[src/rtl/tar_pkg.sv]
// Package of register indices, field positions, reset values and state types for the timer block.
package tar_pkg;

	////////////////////////////////////////////////////////////////////////////////
	// Bus geometry: byte address is four times the register index.
	localparam int ADR_W = 10;
	localparam int IDX_W = 8;
	localparam logic [23:0] PAD_ZERO = 24'h000000;

	////////////////////////////////////////////////////////////////////////////////
	// Register indices.
	localparam logic [IDX_W-1:0] IDX_TIMER_CTRL = 8'h88;
	localparam logic [IDX_W-1:0] IDX_T0_COUNT = 8'h8A;
	localparam logic [IDX_W-1:0] IDX_T1_COUNT = 8'h8B;
	localparam logic [IDX_W-1:0] IDX_T0_RELOAD = 8'h8C;
	localparam logic [IDX_W-1:0] IDX_T1_RELOAD = 8'h8D;
	localparam logic [IDX_W-1:0] IDX_T2_CONTROL = 8'hC8;
	localparam logic [IDX_W-1:0] IDX_CAP_LOW = 8'hCA;
	localparam logic [IDX_W-1:0] IDX_CAP_HIGH = 8'hCB;
	localparam logic [IDX_W-1:0] IDX_WIDE_LOW = 8'hCC;
	localparam logic [IDX_W-1:0] IDX_WIDE_HIGH = 8'hCD;
	localparam logic [IDX_W-1:0] IDX_IRQ_STATUS = 8'hE0;
	localparam logic [IDX_W-1:0] IDX_IRQ_CLEAR = 8'hE1;
	localparam logic [IDX_W-1:0] IDX_IRQ_ENABLE = 8'hE2;

	////////////////////////////////////////////////////////////////////////////////
	// Field positions of timer_control_reg.
	localparam int TC_RUN0 = 4;
	localparam int TC_FLAG0 = 5;
	localparam int TC_RUN1 = 6;
	localparam int TC_FLAG1 = 7;

	// Field positions of timer2_control.
	localparam int T2_CPRL = 0;
	localparam int T2_CT = 1;
	localparam int T2_RUN = 2;
	localparam int T2_EXEN = 3;
	localparam int T2_UART_TX_CLOCK_SELECT = 4;
	localparam int T2_RCLK = 5;
	localparam int T2_EXF = 6;
	localparam int T2_TF = 7;

	// Interrupt status, clear and enable layout.
	localparam int IRQ_T0 = 0;
	localparam int IRQ_T1 = 1;
	localparam int IRQ_TF2 = 2;
	localparam int IRQ_WIDE_TIMER_EXT_EVENT_FLAG = 3;
	localparam int IRQ_W = 4;

	////////////////////////////////////////////////////////////////////////////////
	// Reset values and count limits.
	localparam logic [7:0] RST_BYTE = 8'h00;
	localparam logic [15:0] RST_WIDE = 16'h0000;
	localparam logic [IRQ_W-1:0] RST_IRQ = 4'h0;
	localparam logic [31:0] RST_WORD = 32'h00000000;
	localparam logic [7:0] COUNT_MAX8 = 8'hFF;
	localparam logic [15:0] COUNT_MAX16 = 16'hFFFF;
	localparam logic [7:0] STEP8 = 8'h01;
	localparam logic [15:0] STEP16 = 16'h0001;
	localparam logic PIN_IDLE = 1'b1;

	////////////////////////////////////////////////////////////////////////////////
	// State types.
	typedef struct packed {
		logic [7:0] count;
		logic [7:0] reload;
	} tar_t8_state_t;

	typedef struct packed {
		logic prev;
	} tar_edge_state_t;

	typedef struct packed {
		logic ack;
		logic [31:0] rdata;
		logic [7:0] timer_control_reg;
		logic [7:0] timer2_control;
		logic [7:0] cap_l;
		logic [7:0] cap_h;
		logic [15:0] wide;
		logic [IRQ_W-1:0] irq_st;
		logic [IRQ_W-1:0] irq_en;
	} tar_top_state_t;

endpackage

[src/rtl/tar_tmr_if.sv]
// Interface between the register side and one eight-bit auto-reload timer.
interface tar_tmr_if;
	logic run;
	logic wr_count;
	logic wr_reload;
	logic [7:0] wdata;
	logic [7:0] count;
	logic [7:0] reload;
	logic ovf;

	// The register side steers, the timer answers.
	modport ctl (output run, output wr_count, output wr_reload, output wdata, input count, input reload, input ovf);
	modport tmr (input run, input wr_count, input wr_reload, input wdata, output count, output reload, output ovf);
endinterface

[src/rtl/tar_fall_detect.sv]
// Falling-edge detector for a pin that is already synchronous to the clock.
module tar_fall_detect
	import tar_pkg::*;
(
	input wire logic clk_sys,
	input wire logic resetn,
	input wire logic pin,
	output logic fall
);

	tar_edge_state_t s_q;
	tar_edge_state_t s_d;

	// The previous level is remembered every cycle.
	always_comb begin
		s_d = s_q;
		s_d.prev = pin;
	end

	// State register; the pin is assumed idle high out of reset.
	always_ff @(posedge clk_sys or negedge resetn) begin
		if (!resetn) begin
			s_q.prev <= PIN_IDLE;
		end else begin
			s_q <= s_d;
		end
	end

	// One-cycle pulse while the pin is low after being high.
	assign fall = s_q.prev & ~pin;

endmodule

[src/rtl/tar_timer8.sv]
// Eight-bit timer with automatic reload of its start value.
module tar_timer8
	import tar_pkg::*;
(
	input wire logic clk_sys,
	input wire logic resetn,
	tar_tmr_if.tmr tmr
);

	tar_t8_state_t s_q;
	tar_t8_state_t s_d;
	logic rollover;

	// Rollover happens on the tick that would take the count past all ones.
	assign rollover = tmr.run & (s_q.count == COUNT_MAX8);

	// Count, reload on rollover, and software loads last so they win.
	always_comb begin
		s_d = s_q;
		if (tmr.run) begin
			s_d.count = s_q.count + STEP8;
		end
		if (rollover) begin
			s_d.count = s_q.reload;
		end
		if (tmr.wr_count) begin
			s_d.count = tmr.wdata;
		end
		if (tmr.wr_reload) begin
			s_d.reload = tmr.wdata;
		end
	end

	// State register.
	always_ff @(posedge clk_sys or negedge resetn) begin
		if (!resetn) begin
			s_q <= {RST_BYTE, RST_BYTE};
		end else begin
			s_q <= s_d;
		end
	end

	// Outputs come from the state flops, the overflow is a pulse.
	assign tmr.count = s_q.count;
	assign tmr.reload = s_q.reload;
	assign tmr.ovf = rollover;
endmodule

[src/rtl/tar_timer_top.sv]
// Timer block: two eight-bit auto-reload timers, one sixteen-bit timer and a Wishbone register file.
//
// Added by the designer: the Wishbone slave port.
module tar_timer_top
	import tar_pkg::*;
(
	input wire logic clk_sys,
	input wire logic resetn,
	input wire logic wb_cyc_i,
	input wire logic wb_stb_i,
	input wire logic wb_we_i,
	input wire logic [ADR_W-1:0] wb_adr_i,
	input wire logic [3:0] wb_sel_i,
	input wire logic [31:0] wb_dat_i,
	output logic [31:0] wb_dat_o,
	output logic wb_ack_o,
	input wire logic ext_count_pin,
	input wire logic ext_trigger_pin,
	output logic irq,
	output logic uart_tx_clk_tick,
	output logic uart_rx_clk_tick
);

	////////////////////////////////////////////////////////////////////////////////
	// Declarations.
	tar_top_state_t s_q;
	tar_top_state_t s_d;
	tar_tmr_if t8_if[2] ();
	logic [IDX_W-1:0] adr_idx;
	logic wr_go;
	logic cnt_fall;
	logic trig_fall;
	logic t0_ovf;
	logic t1_ovf;
	logic baud_mode;
	logic capture_mode;
	logic wide_tick;
	logic wide_ovf;
	logic trig;
	logic [IRQ_W-1:0] irq_events;

	// True when the write that completes in this cycle targets the given index.
	function automatic logic wr_hit(input logic go, input logic [IDX_W-1:0] adr, input logic [IDX_W-1:0] idx);
		wr_hit = go & (adr == idx);
	endfunction

	////////////////////////////////////////////////////////////////////////////////
	// Bus decode: a write takes effect on the edge where ack is high, low byte lane only.
	assign adr_idx = wb_adr_i[ADR_W-1:2];
	assign wr_go = wb_cyc_i & wb_stb_i & wb_we_i & s_q.ack & wb_sel_i[0];

	////////////////////////////////////////////////////////////////////////////////
	// Two eight-bit timers, identical apart from their control bits and indices.
	generate
		for (genvar gi = 0; gi < 2; gi++) begin : g_t8
			localparam logic [IDX_W-1:0] CNT_IDX = (gi == 0) ? IDX_T0_COUNT : IDX_T1_COUNT;
			localparam logic [IDX_W-1:0] RLD_IDX = (gi == 0) ? IDX_T0_RELOAD : IDX_T1_RELOAD;
			localparam int RUN_BIT = (gi == 0) ? TC_RUN0 : TC_RUN1;

			// Run bit and software loads for this timer.
			assign t8_if[gi].run = s_q.timer_control_reg[RUN_BIT];
			assign t8_if[gi].wr_count = wr_hit(wr_go, adr_idx, CNT_IDX);
			assign t8_if[gi].wr_reload = wr_hit(wr_go, adr_idx, RLD_IDX);
			assign t8_if[gi].wdata = wb_dat_i[7:0];

			tar_timer8 u_timer8 (
				.clk_sys(clk_sys),
				.resetn(resetn),
				.tmr(t8_if[gi])
			);
		end
	endgenerate

	assign t0_ovf = t8_if[0].ovf;
	assign t1_ovf = t8_if[1].ovf;

	////////////////////////////////////////////////////////////////////////////////
	// Edge detectors on the count pin and on the trigger pin.
	tar_fall_detect u_cnt_edge (
		.clk_sys(clk_sys),
		.resetn(resetn),
		.pin(ext_count_pin),
		.fall(cnt_fall)
	);

	tar_fall_detect u_trig_edge (
		.clk_sys(clk_sys),
		.resetn(resetn),
		.pin(ext_trigger_pin),
		.fall(trig_fall)
	);

	////////////////////////////////////////////////////////////////////////////////
	// Wide timer mode decode; baud mode overrides the capture select.
	assign baud_mode = s_q.timer2_control[T2_RCLK] | s_q.timer2_control[T2_UART_TX_CLOCK_SELECT];
	assign capture_mode = s_q.timer2_control[T2_CPRL] & ~baud_mode;
	assign wide_tick = s_q.timer2_control[T2_RUN] & (s_q.timer2_control[T2_CT] ? cnt_fall : 1'b1);
	assign wide_ovf = wide_tick & (s_q.wide == COUNT_MAX16);
	assign trig = s_q.timer2_control[T2_EXEN] & trig_fall & ~baud_mode;

	// Events that set the sticky interrupt status bits.
	always_comb begin
		irq_events = RST_IRQ;
		irq_events[IRQ_T0] = t0_ovf;
		irq_events[IRQ_T1] = t1_ovf;
		irq_events[IRQ_TF2] = wide_ovf & ~baud_mode;
		irq_events[IRQ_WIDE_TIMER_EXT_EVENT_FLAG] = trig;
	end

	////////////////////////////////////////////////////////////////////////////////
	// Next state of the register file and the wide timer.
	always_comb begin
		logic [7:0] rd_byte;
		rd_byte = RST_BYTE;
		s_d = s_q;
		// Bus answer one cycle after the request, dropped the cycle after.
		s_d.ack = wb_cyc_i & wb_stb_i & ~s_q.ack;
		case (adr_idx)
			IDX_TIMER_CTRL: rd_byte = s_q.timer_control_reg;
			IDX_T0_COUNT: rd_byte = t8_if[0].count;
			IDX_T1_COUNT: rd_byte = t8_if[1].count;
			IDX_T0_RELOAD: rd_byte = t8_if[0].reload;
			IDX_T1_RELOAD: rd_byte = t8_if[1].reload;
			IDX_T2_CONTROL: rd_byte = s_q.timer2_control;
			IDX_CAP_LOW: rd_byte = s_q.cap_l;
			IDX_CAP_HIGH: rd_byte = s_q.cap_h;
			IDX_WIDE_LOW: rd_byte = s_q.wide[7:0];
			IDX_WIDE_HIGH: rd_byte = s_q.wide[15:8];
			IDX_IRQ_STATUS: rd_byte = 8'(s_q.irq_st);
			IDX_IRQ_ENABLE: rd_byte = 8'(s_q.irq_en);
			default: rd_byte = RST_BYTE;
		endcase
		if (s_d.ack) begin
			s_d.rdata = {PAD_ZERO, rd_byte};
		end
		// Control register of the eight-bit timers; hardware sets win over the write.
		if (wr_hit(wr_go, adr_idx, IDX_TIMER_CTRL)) begin
			s_d.timer_control_reg = wb_dat_i[7:0];
		end
		if (t0_ovf) begin
			s_d.timer_control_reg[TC_FLAG0] = 1'b1;
		end
		if (t1_ovf) begin
			s_d.timer_control_reg[TC_FLAG1] = 1'b1;
		end
		// Wide timer control; its flags are set by hardware after the write.
		if (wr_hit(wr_go, adr_idx, IDX_T2_CONTROL)) begin
			s_d.timer2_control = wb_dat_i[7:0];
		end
		if (wide_ovf && !baud_mode) begin
			s_d.timer2_control[T2_TF] = 1'b1;
		end
		if (trig) begin
			s_d.timer2_control[T2_EXF] = 1'b1;
		end
		// Wide count: tick, then reload on overflow or trigger in reload mode.
		if (wide_tick) begin
			s_d.wide = s_q.wide + STEP16;
		end
		if ((wide_ovf || trig) && !capture_mode) begin
			s_d.wide = {s_q.cap_h, s_q.cap_l};
		end
		if (wr_hit(wr_go, adr_idx, IDX_WIDE_LOW)) begin
			s_d.wide[7:0] = wb_dat_i[7:0];
		end
		if (wr_hit(wr_go, adr_idx, IDX_WIDE_HIGH)) begin
			s_d.wide[15:8] = wb_dat_i[7:0];
		end
		// Capture registers; a capture in the same cycle beats a software write.
		if (wr_hit(wr_go, adr_idx, IDX_CAP_LOW)) begin
			s_d.cap_l = wb_dat_i[7:0];
		end
		if (wr_hit(wr_go, adr_idx, IDX_CAP_HIGH)) begin
			s_d.cap_h = wb_dat_i[7:0];
		end
		if (trig && capture_mode) begin
			s_d.cap_l = s_q.wide[7:0];
			s_d.cap_h = s_q.wide[15:8];
		end
		// Interrupt status: write-one-to-clear, new events win over the clear.
		if (wr_hit(wr_go, adr_idx, IDX_IRQ_CLEAR)) begin
			s_d.irq_st = s_q.irq_st & ~wb_dat_i[IRQ_W-1:0];
		end
		s_d.irq_st = s_d.irq_st | irq_events;
		if (wr_hit(wr_go, adr_idx, IDX_IRQ_ENABLE)) begin
			s_d.irq_en = wb_dat_i[IRQ_W-1:0];
		end
	end

	////////////////////////////////////////////////////////////////////////////////
	// State register.
	always_ff @(posedge clk_sys or negedge resetn) begin
		if (!resetn) begin
			s_q.ack <= 1'b0;
			s_q.rdata <= RST_WORD;
			s_q.timer_control_reg <= RST_BYTE;
			s_q.timer2_control <= RST_BYTE;
			s_q.cap_l <= RST_BYTE;
			s_q.cap_h <= RST_BYTE;
			s_q.wide <= RST_WIDE;
			s_q.irq_st <= RST_IRQ;
			s_q.irq_en <= RST_IRQ;
		end else begin
			s_q <= s_d;
		end
	end

	////////////////////////////////////////////////////////////////////////////////
	// Outputs.
	assign wb_ack_o = s_q.ack;
	assign wb_dat_o = s_q.rdata;
	assign irq = |(s_q.irq_st & s_q.irq_en);

	// UART clock ticks come from the wide timer when selected, else from the second timer.
	assign uart_tx_clk_tick = s_q.timer2_control[T2_UART_TX_CLOCK_SELECT] ? wide_ovf : t1_ovf;
	assign uart_rx_clk_tick = s_q.timer2_control[T2_RCLK] ? wide_ovf : t1_ovf;

	// Software writes that may legally move guarded state in the same cycle.
	logic wr_timer2_control;
	logic wr_wide;
	logic wr_cap;
	logic wr_clear;
	logic wr_enable;
	assign wr_timer2_control = wr_hit(wr_go, adr_idx, IDX_T2_CONTROL);
	assign wr_wide = wr_hit(wr_go, adr_idx, IDX_WIDE_LOW) | wr_hit(wr_go, adr_idx, IDX_WIDE_HIGH);
	assign wr_cap = wr_hit(wr_go, adr_idx, IDX_CAP_LOW) | wr_hit(wr_go, adr_idx, IDX_CAP_HIGH);
	assign wr_clear = wr_hit(wr_go, adr_idx, IDX_IRQ_CLEAR);
	assign wr_enable = wr_hit(wr_go, adr_idx, IDX_IRQ_ENABLE);
endmodule

[config.mk]
export PLATFORM = sky130hd
export DESIGN_NAME = tar_timer_top
export DESIGN_NICKNAME = d
export VERILOG_FILES = /design/src/rtl/tar_pkg.sv /design/src/rtl/tar_tmr_if.sv /design/src/rtl/tar_fall_detect.sv /design/src/rtl/tar_timer8.sv /design/src/rtl/tar_timer_top.sv
export SDC_FILE = /design/constraint.sdc
export NUM_CORES = 1
export LEC_CHECK = 0
export ABC_AREA = 1
export BUFFER_PORTS_ARGS = -buffer_cell sky130_fd_sc_hd__buf_2
export CAP_MARGIN = 20
export CORE_ASPECT_RATIO = 1.1
export CORE_MARGIN = 5
export CORE_UTILIZATION = 40
export DETAILED_ROUTE_END_ITERATION = 10
export PLACE_DENSITY = 0.55
export SETUP_SLACK_MARGIN = 0.3
export SKIP_CTS_REPAIR_TIMING = 1
export SLEW_MARGIN = 40
export SYNTH_ARGS = -nofsm -noshare
export SYNTH_HDL_FRONTEND = slang
export SYNTH_SLANG_ARGS = --single-unit
[constraint.sdc]
create_clock -name clk_sys -period 3.2 [get_ports clk_sys]
set_clock_uncertainty 0.2 [all_clocks]
set_input_delay 0 -clock clk_sys [delete_from_list [all_inputs] [get_ports clk_sys]]
set_output_delay 0 -clock clk_sys [all_outputs]
set_load 0.1 [all_outputs]
**Word-level counts from Yosys, hierarchy flattened**

Cells that the tools add are included.

- Equality and inequality tests: 16
- Mux-type cells: 24
- Div/mod/pow operators: 0
- Shift operators: 0
- Add/sub/neg operators: 3
- Bitwise gates (word level): 36
- Order comparisons: 0
- Reductions and logical operators: 17
- $mul: 0

Operators with widths:

| operator | number |
|---|---|
| 8-bit == test, second input constant | 15 |
| 8-bit 2-to-1 mux | 12 |
| 8-bit case mux with 12 select lines | 1 |
| 16-bit 2-to-1 mux | 3 |
| 1-bit AND | 27 |
| 16-bit by 1-bit adder with 16-bit output, second input constant | 1 |
| 8-bit by 1-bit adder with 8-bit output, second input constant | 2 |
| 16-bit == test, second input constant | 1 |
| 2-bit nonzero test | 6 |
| 3-bit nonzero test | 4 |
| 4-bit AND | 2 |
| 1-bit 2-to-1 mux | 7 |
| 4-bit 2-to-1 mux | 1 |
| 1-bit NOT | 4 |
| 4-bit NOT | 1 |
| 4-bit OR | 1 |
| 4-bit OR reduction | 1 |
| 1-bit logical AND | 3 |
| 1-bit zero test | 2 |
| 1-bit logical OR | 1 |
| 1-bit OR | 1 |

- Register bits after elaboration: 99
- Output and inout bits: 36
- ROM bits: 0
- Logic and storage cells: 116
- Latch bits: 0
- Memories: 0
- Memory bits (writable): 0
- Input port bits: 53

**Longest topological paths before layout**

- Word-level depth: 9
- Gate-level depth with buffers: 12
- Mapped depth without buffers: 12

**Hierarchy**

A second synthesis with hierarchy kept.

- Cells, all modules: 957
- Area, all modules: 6,708.9 µm²

By module, submodules not included:

| module | sequential area each (µm²) | area each (µm²) | cells each | times used |
|---|---|---|---|---|
| tar_timer_top | 1,626.6 | 4,767.1 | 709 | 1 |
| tar_timer8 | 400.4 | 934.6 | 121 | 2 |
| tar_fall_detect | 26.3 | 36.3 | 3 | 2 |

**Least setup slack after synthesis**

OpenSTA, ideal clock, no wires.

- Path type: register to output
- From: register s_q[9] (netlist bit)
- To: output port uart_rx_clk_tick
- Buffers on the path: 0
- Stages on the path, launching flop included: 6
- Arrival time: 3,168 ps
- Path slack: -168 ps
- Required time: 3,000 ps
- Path through: dfrtp_1 > ha_1 > nand3_1 > nor2_2 > nand3_4 > o21ai_0

- Cells in the longest elaborated chain, start to end: 3

Ends and longest elaborated chain:

| what | line | source |
|---|---|---|
| from (decl) | tar_timer_top.sv:26 | `tar_top_state_t s_q;` |
| 16-bit == test | tar_timer_top.sv:98 | `assign wide_ovf = wide_tick & (s_q.wide == COUNT_MAX16);` |
| 1-bit AND | tar_timer_top.sv:98 |  |
| 1-bit 2-to-1 mux | tar_timer_top.sv:216 | `assign uart_rx_clk_tick = s_q.timer2_control[T2_RCLK] ? wide_ovf : t1_ovf;` |
| to (decl) | tar_timer_top.sv:21 | `output logic uart_rx_clk_tick` |

No other way between the ends.

**Worst setup path in the final report**

- From: register g_t8[1].u_timer8.s_q, in the netlist g_t8[1].u_timer8.tmr.count[0]
- To: output port uart_tx_clk_tick

- Cells in the longest elaborated chain, start to end: 3

Ends and longest elaborated chain:

| what | line | source |
|---|---|---|
| from (decl) | tar_timer8.sv:10 | `tar_t8_state_t s_q;` |
| from (signal assigned) | tar_timer8.sv:37 | `s_q <= {RST_BYTE, RST_BYTE};` |
| 8-bit == test | tar_timer8.sv:15 | `assign rollover = tmr.run & (s_q.count == COUNT_MAX8);` |
| 1-bit AND | tar_timer8.sv:15 |  |
| 1-bit 2-to-1 mux | tar_timer_top.sv:215 | `assign uart_tx_clk_tick = s_q.timer2_control[T2_UART_TX_CLOCK_SELECT] ? wide_ovf : t1_ovf;` |
| to (decl) | tar_timer_top.sv:20 | `output logic uart_tx_clk_tick,` |

No other way between the ends.

==> flow_summary.yaml <==
worst_setup_path:
  start_kind: "register"
  end_kind: "output pin"
  worst-setup-path-type: "reg2out"
  worst-path-max-fanout: 8
  reg2reg_slack_ps: 740
  crit_required_ps: 3000
  cp.arrival_ps: 2500
synth:
  yosys_warnings: 0
  synth-seq-cells: 99
  synth.avg_cell_area_um2: 7.23
  synth_area_leaders: "dfrtp_1 39%, nand2_1 17%, o21ai_0 6.3%"
  ys.flop_type: "dfrtp_1"
  synthesis.area_mm2: 0.00621
  seq_area_frac_synth: 0.399
  synth_top_cell_area_share: 0.391
  syn-instance-count: 859
  synth.distinct_cells: 40
  async_flop_share: 1.00
  synth_top_cell_by_area: "dfrtp_1"
  synth-edff-count: 0
timing:
  holdWs_ps: 3.96
  finalSetupViolCount: 0
  period_minus_slack_ps: 2700
  fin_crit_sh: 0.842
  rsz0062_at_grt: "yes"
  fmaxAchievable_mhz: 371
  drv_slew: 0
  tns_ps: 0
  setup_ws_ps: 504
  worstMarginPinSlew_ps: 901
  report.final.hold_viol_count: 0
  relSlewSlack: 0.397
global_route:
  grt_max_degree: 81
  grt_overflow: 0
  grt_pass1_wl_mm: 31.0
  antenna_found_initial: 0
  grt_pass1_vias: 5406
  grt.total_usage: 0.224
clock_tree:
  cts_made_buffers: 9
  clock-root-buffer: "clkbuf_16"
  h-tree-depth: 3
  cts.clk_slew.worst_paths_ps: 70
  clock_latency_ps: 360
  clock-sinks: 99
  cts_tree: "yes"
  cts.path.max_buffers: 2
detailed_routing:
  drtAntennaViolNets: 0
  drtIter0Drc: 607
  dr_wl_met2_mm: 8.89
  totalWireLength_mm: 20.1
  vias: 5832
  drc: 0
  highest-signal-layer: "met4"
  wl_per_cell_um: 18.2
  routed-wl-met3_mm: 1.41
  first_pass_iters: 5
  met1_length_mm: 9.35
  viasPerCell: 5.27
placed_design:
  portBuffers: 35
  pre_cts_ws_ps: 742
  hpwl_mm: 14.7
  gp_congestion: 0.898
  dp.cells: 1074
floorplan:
  dieArea_mm2: 0.0181
  num_rows: 47
  initial_utilization: 0.409
  io_pins: 89
  die_x_um: 129
  core_area_mm2: 0.0152
  die_h_um: 141
power:
  power_density_mw_per_mm2: 532
  p_leak_uw: 0.00340
  irDropWorstVdd_uv: 241
status:
  status: "complete, no violations"
hold_path:
  holdCritPathClass: "in2reg"
finish:
  drive_gt1_frac: 0.109
  layout_commonest_cell: "nand2_1"
  final_cell_mix: "286 x nand2_1, 97 x dfrtp_1, 88 x inv_1"
  insertedDiodeCount: 0
  syn2layout_area_growth_pct: 11.5
  finalNonFillerCells: 1106
  nNetsFinal: 961
job:
  drv_cap: 0
[metrics by stage]
step / utilization / power [µW] / area [µm²]
floorplan: - / 2270 / 6300
global placement: 0.425 / 2460 / 6440
detailed placement: 0.425 / 2470 / 6440
CTS: 0.446 / 3670 / 6760
global route: 0.457 / 3880 / 6930
finish: 0.457 / 3690 / 6930
[layout make-up]
cell class	instances	area (µm²)
Fill cell	1591	8240
Multi-Input combinational cell	642	3130
Sequential cell	99	2480
Timing Repair Buffer	55	385
Inverter	98	368
Tap cell	196	245
Clock buffer	11	243
Clock inverter	5	77.6
[worst max-delay path, cell delays in order (launching register included)]
cell      delay, ps
dfrtp_1         420
ha_1            210
nand3_1         130
nor2_1          280
nand2_1         250
inv_1           310
nand2_1          70
o21ai_0          90
clkbuf_4        360
[sequential cells by signal (all words and copies together) (netlist names)]
signal                    flops
u_trig_edge.s_q               1
wb_ack_o                      1
g_t8.u_timer8.tmr.count      16
g_t8.u_timer8.tmr.reload     16
wb_dat_o                      8
s_q                          56
u_cnt_edge.s_q                1
[cell families after synthesis]
logic type / share of synthesized area
flip-flops: 0.399
XOR/XNOR: 0.0296
other: 0.000604
AND/OR/NAND/NOR: 0.315
buffers and inverters: 0.111
adder cells (fa/ha/maj): 0.00604
AO/OA/AOI/OAI: 0.139
[path summary, 6_finish.rpt]
kind / cells after the start / endpoint / start
min in group asynchronous: 3 / u_cnt_edge.s_q$_DFF_PN1_ / resetn
max in group asynchronous: 4 / g_t8[1].u_timer8.tmr.count[5]$_DFFE_PN0P_ / resetn
min reg2reg: 2 / wb_dat_o[0]$_DFFE_PN0P_ / wb_dat_o[0]$_DFFE_PN0P_
max: 8 / uart_tx_clk_tick / g_t8[1].u_timer8.tmr.count[0]$_DFFE_PN0P_
min: 4 / s_q[1]$_DFFE_PN0P_ / wb_adr_i[6]
max reg2reg: 10 / s_q[14]$_DFFE_PN0P_ / s_q[9]$_DFFE_PN0P_
[report_power, final]
group | internal [µW] | total, µW | switching [µW] | leakage [µW]
combinational | 308 | 892 | 584 | 0.00203
sequential | 1390 | 1580 | 185 | 0.00122
clock | 705 | 1220 | 510 | 0.000156
[Yosys cell counts (all sizes together) (2+ instances only)]
cell type    n
nand2      296
dfrtp       97
inv         96
o21ai       92
nor2        64
nand3       61
buf         42
xor2        18
a21oi       16
nor3        12
nand4       11
o22ai       10
o211ai       9
o221ai       8
a22oi        7
nand3b       4
ha           3
xnor2        3
clkinv       2
dfstp        2
o2111ai      2
[per-layer routing]
metal | track usage | vias up
li1 | - | 2827
met1 | 0.331 | 2736
met2 | 0.337 | 238
met3 | 0.0310 | 31
met4 | 0.0785 | 0
met5 | 0 | -
Power figures use the tool's default switching activity.
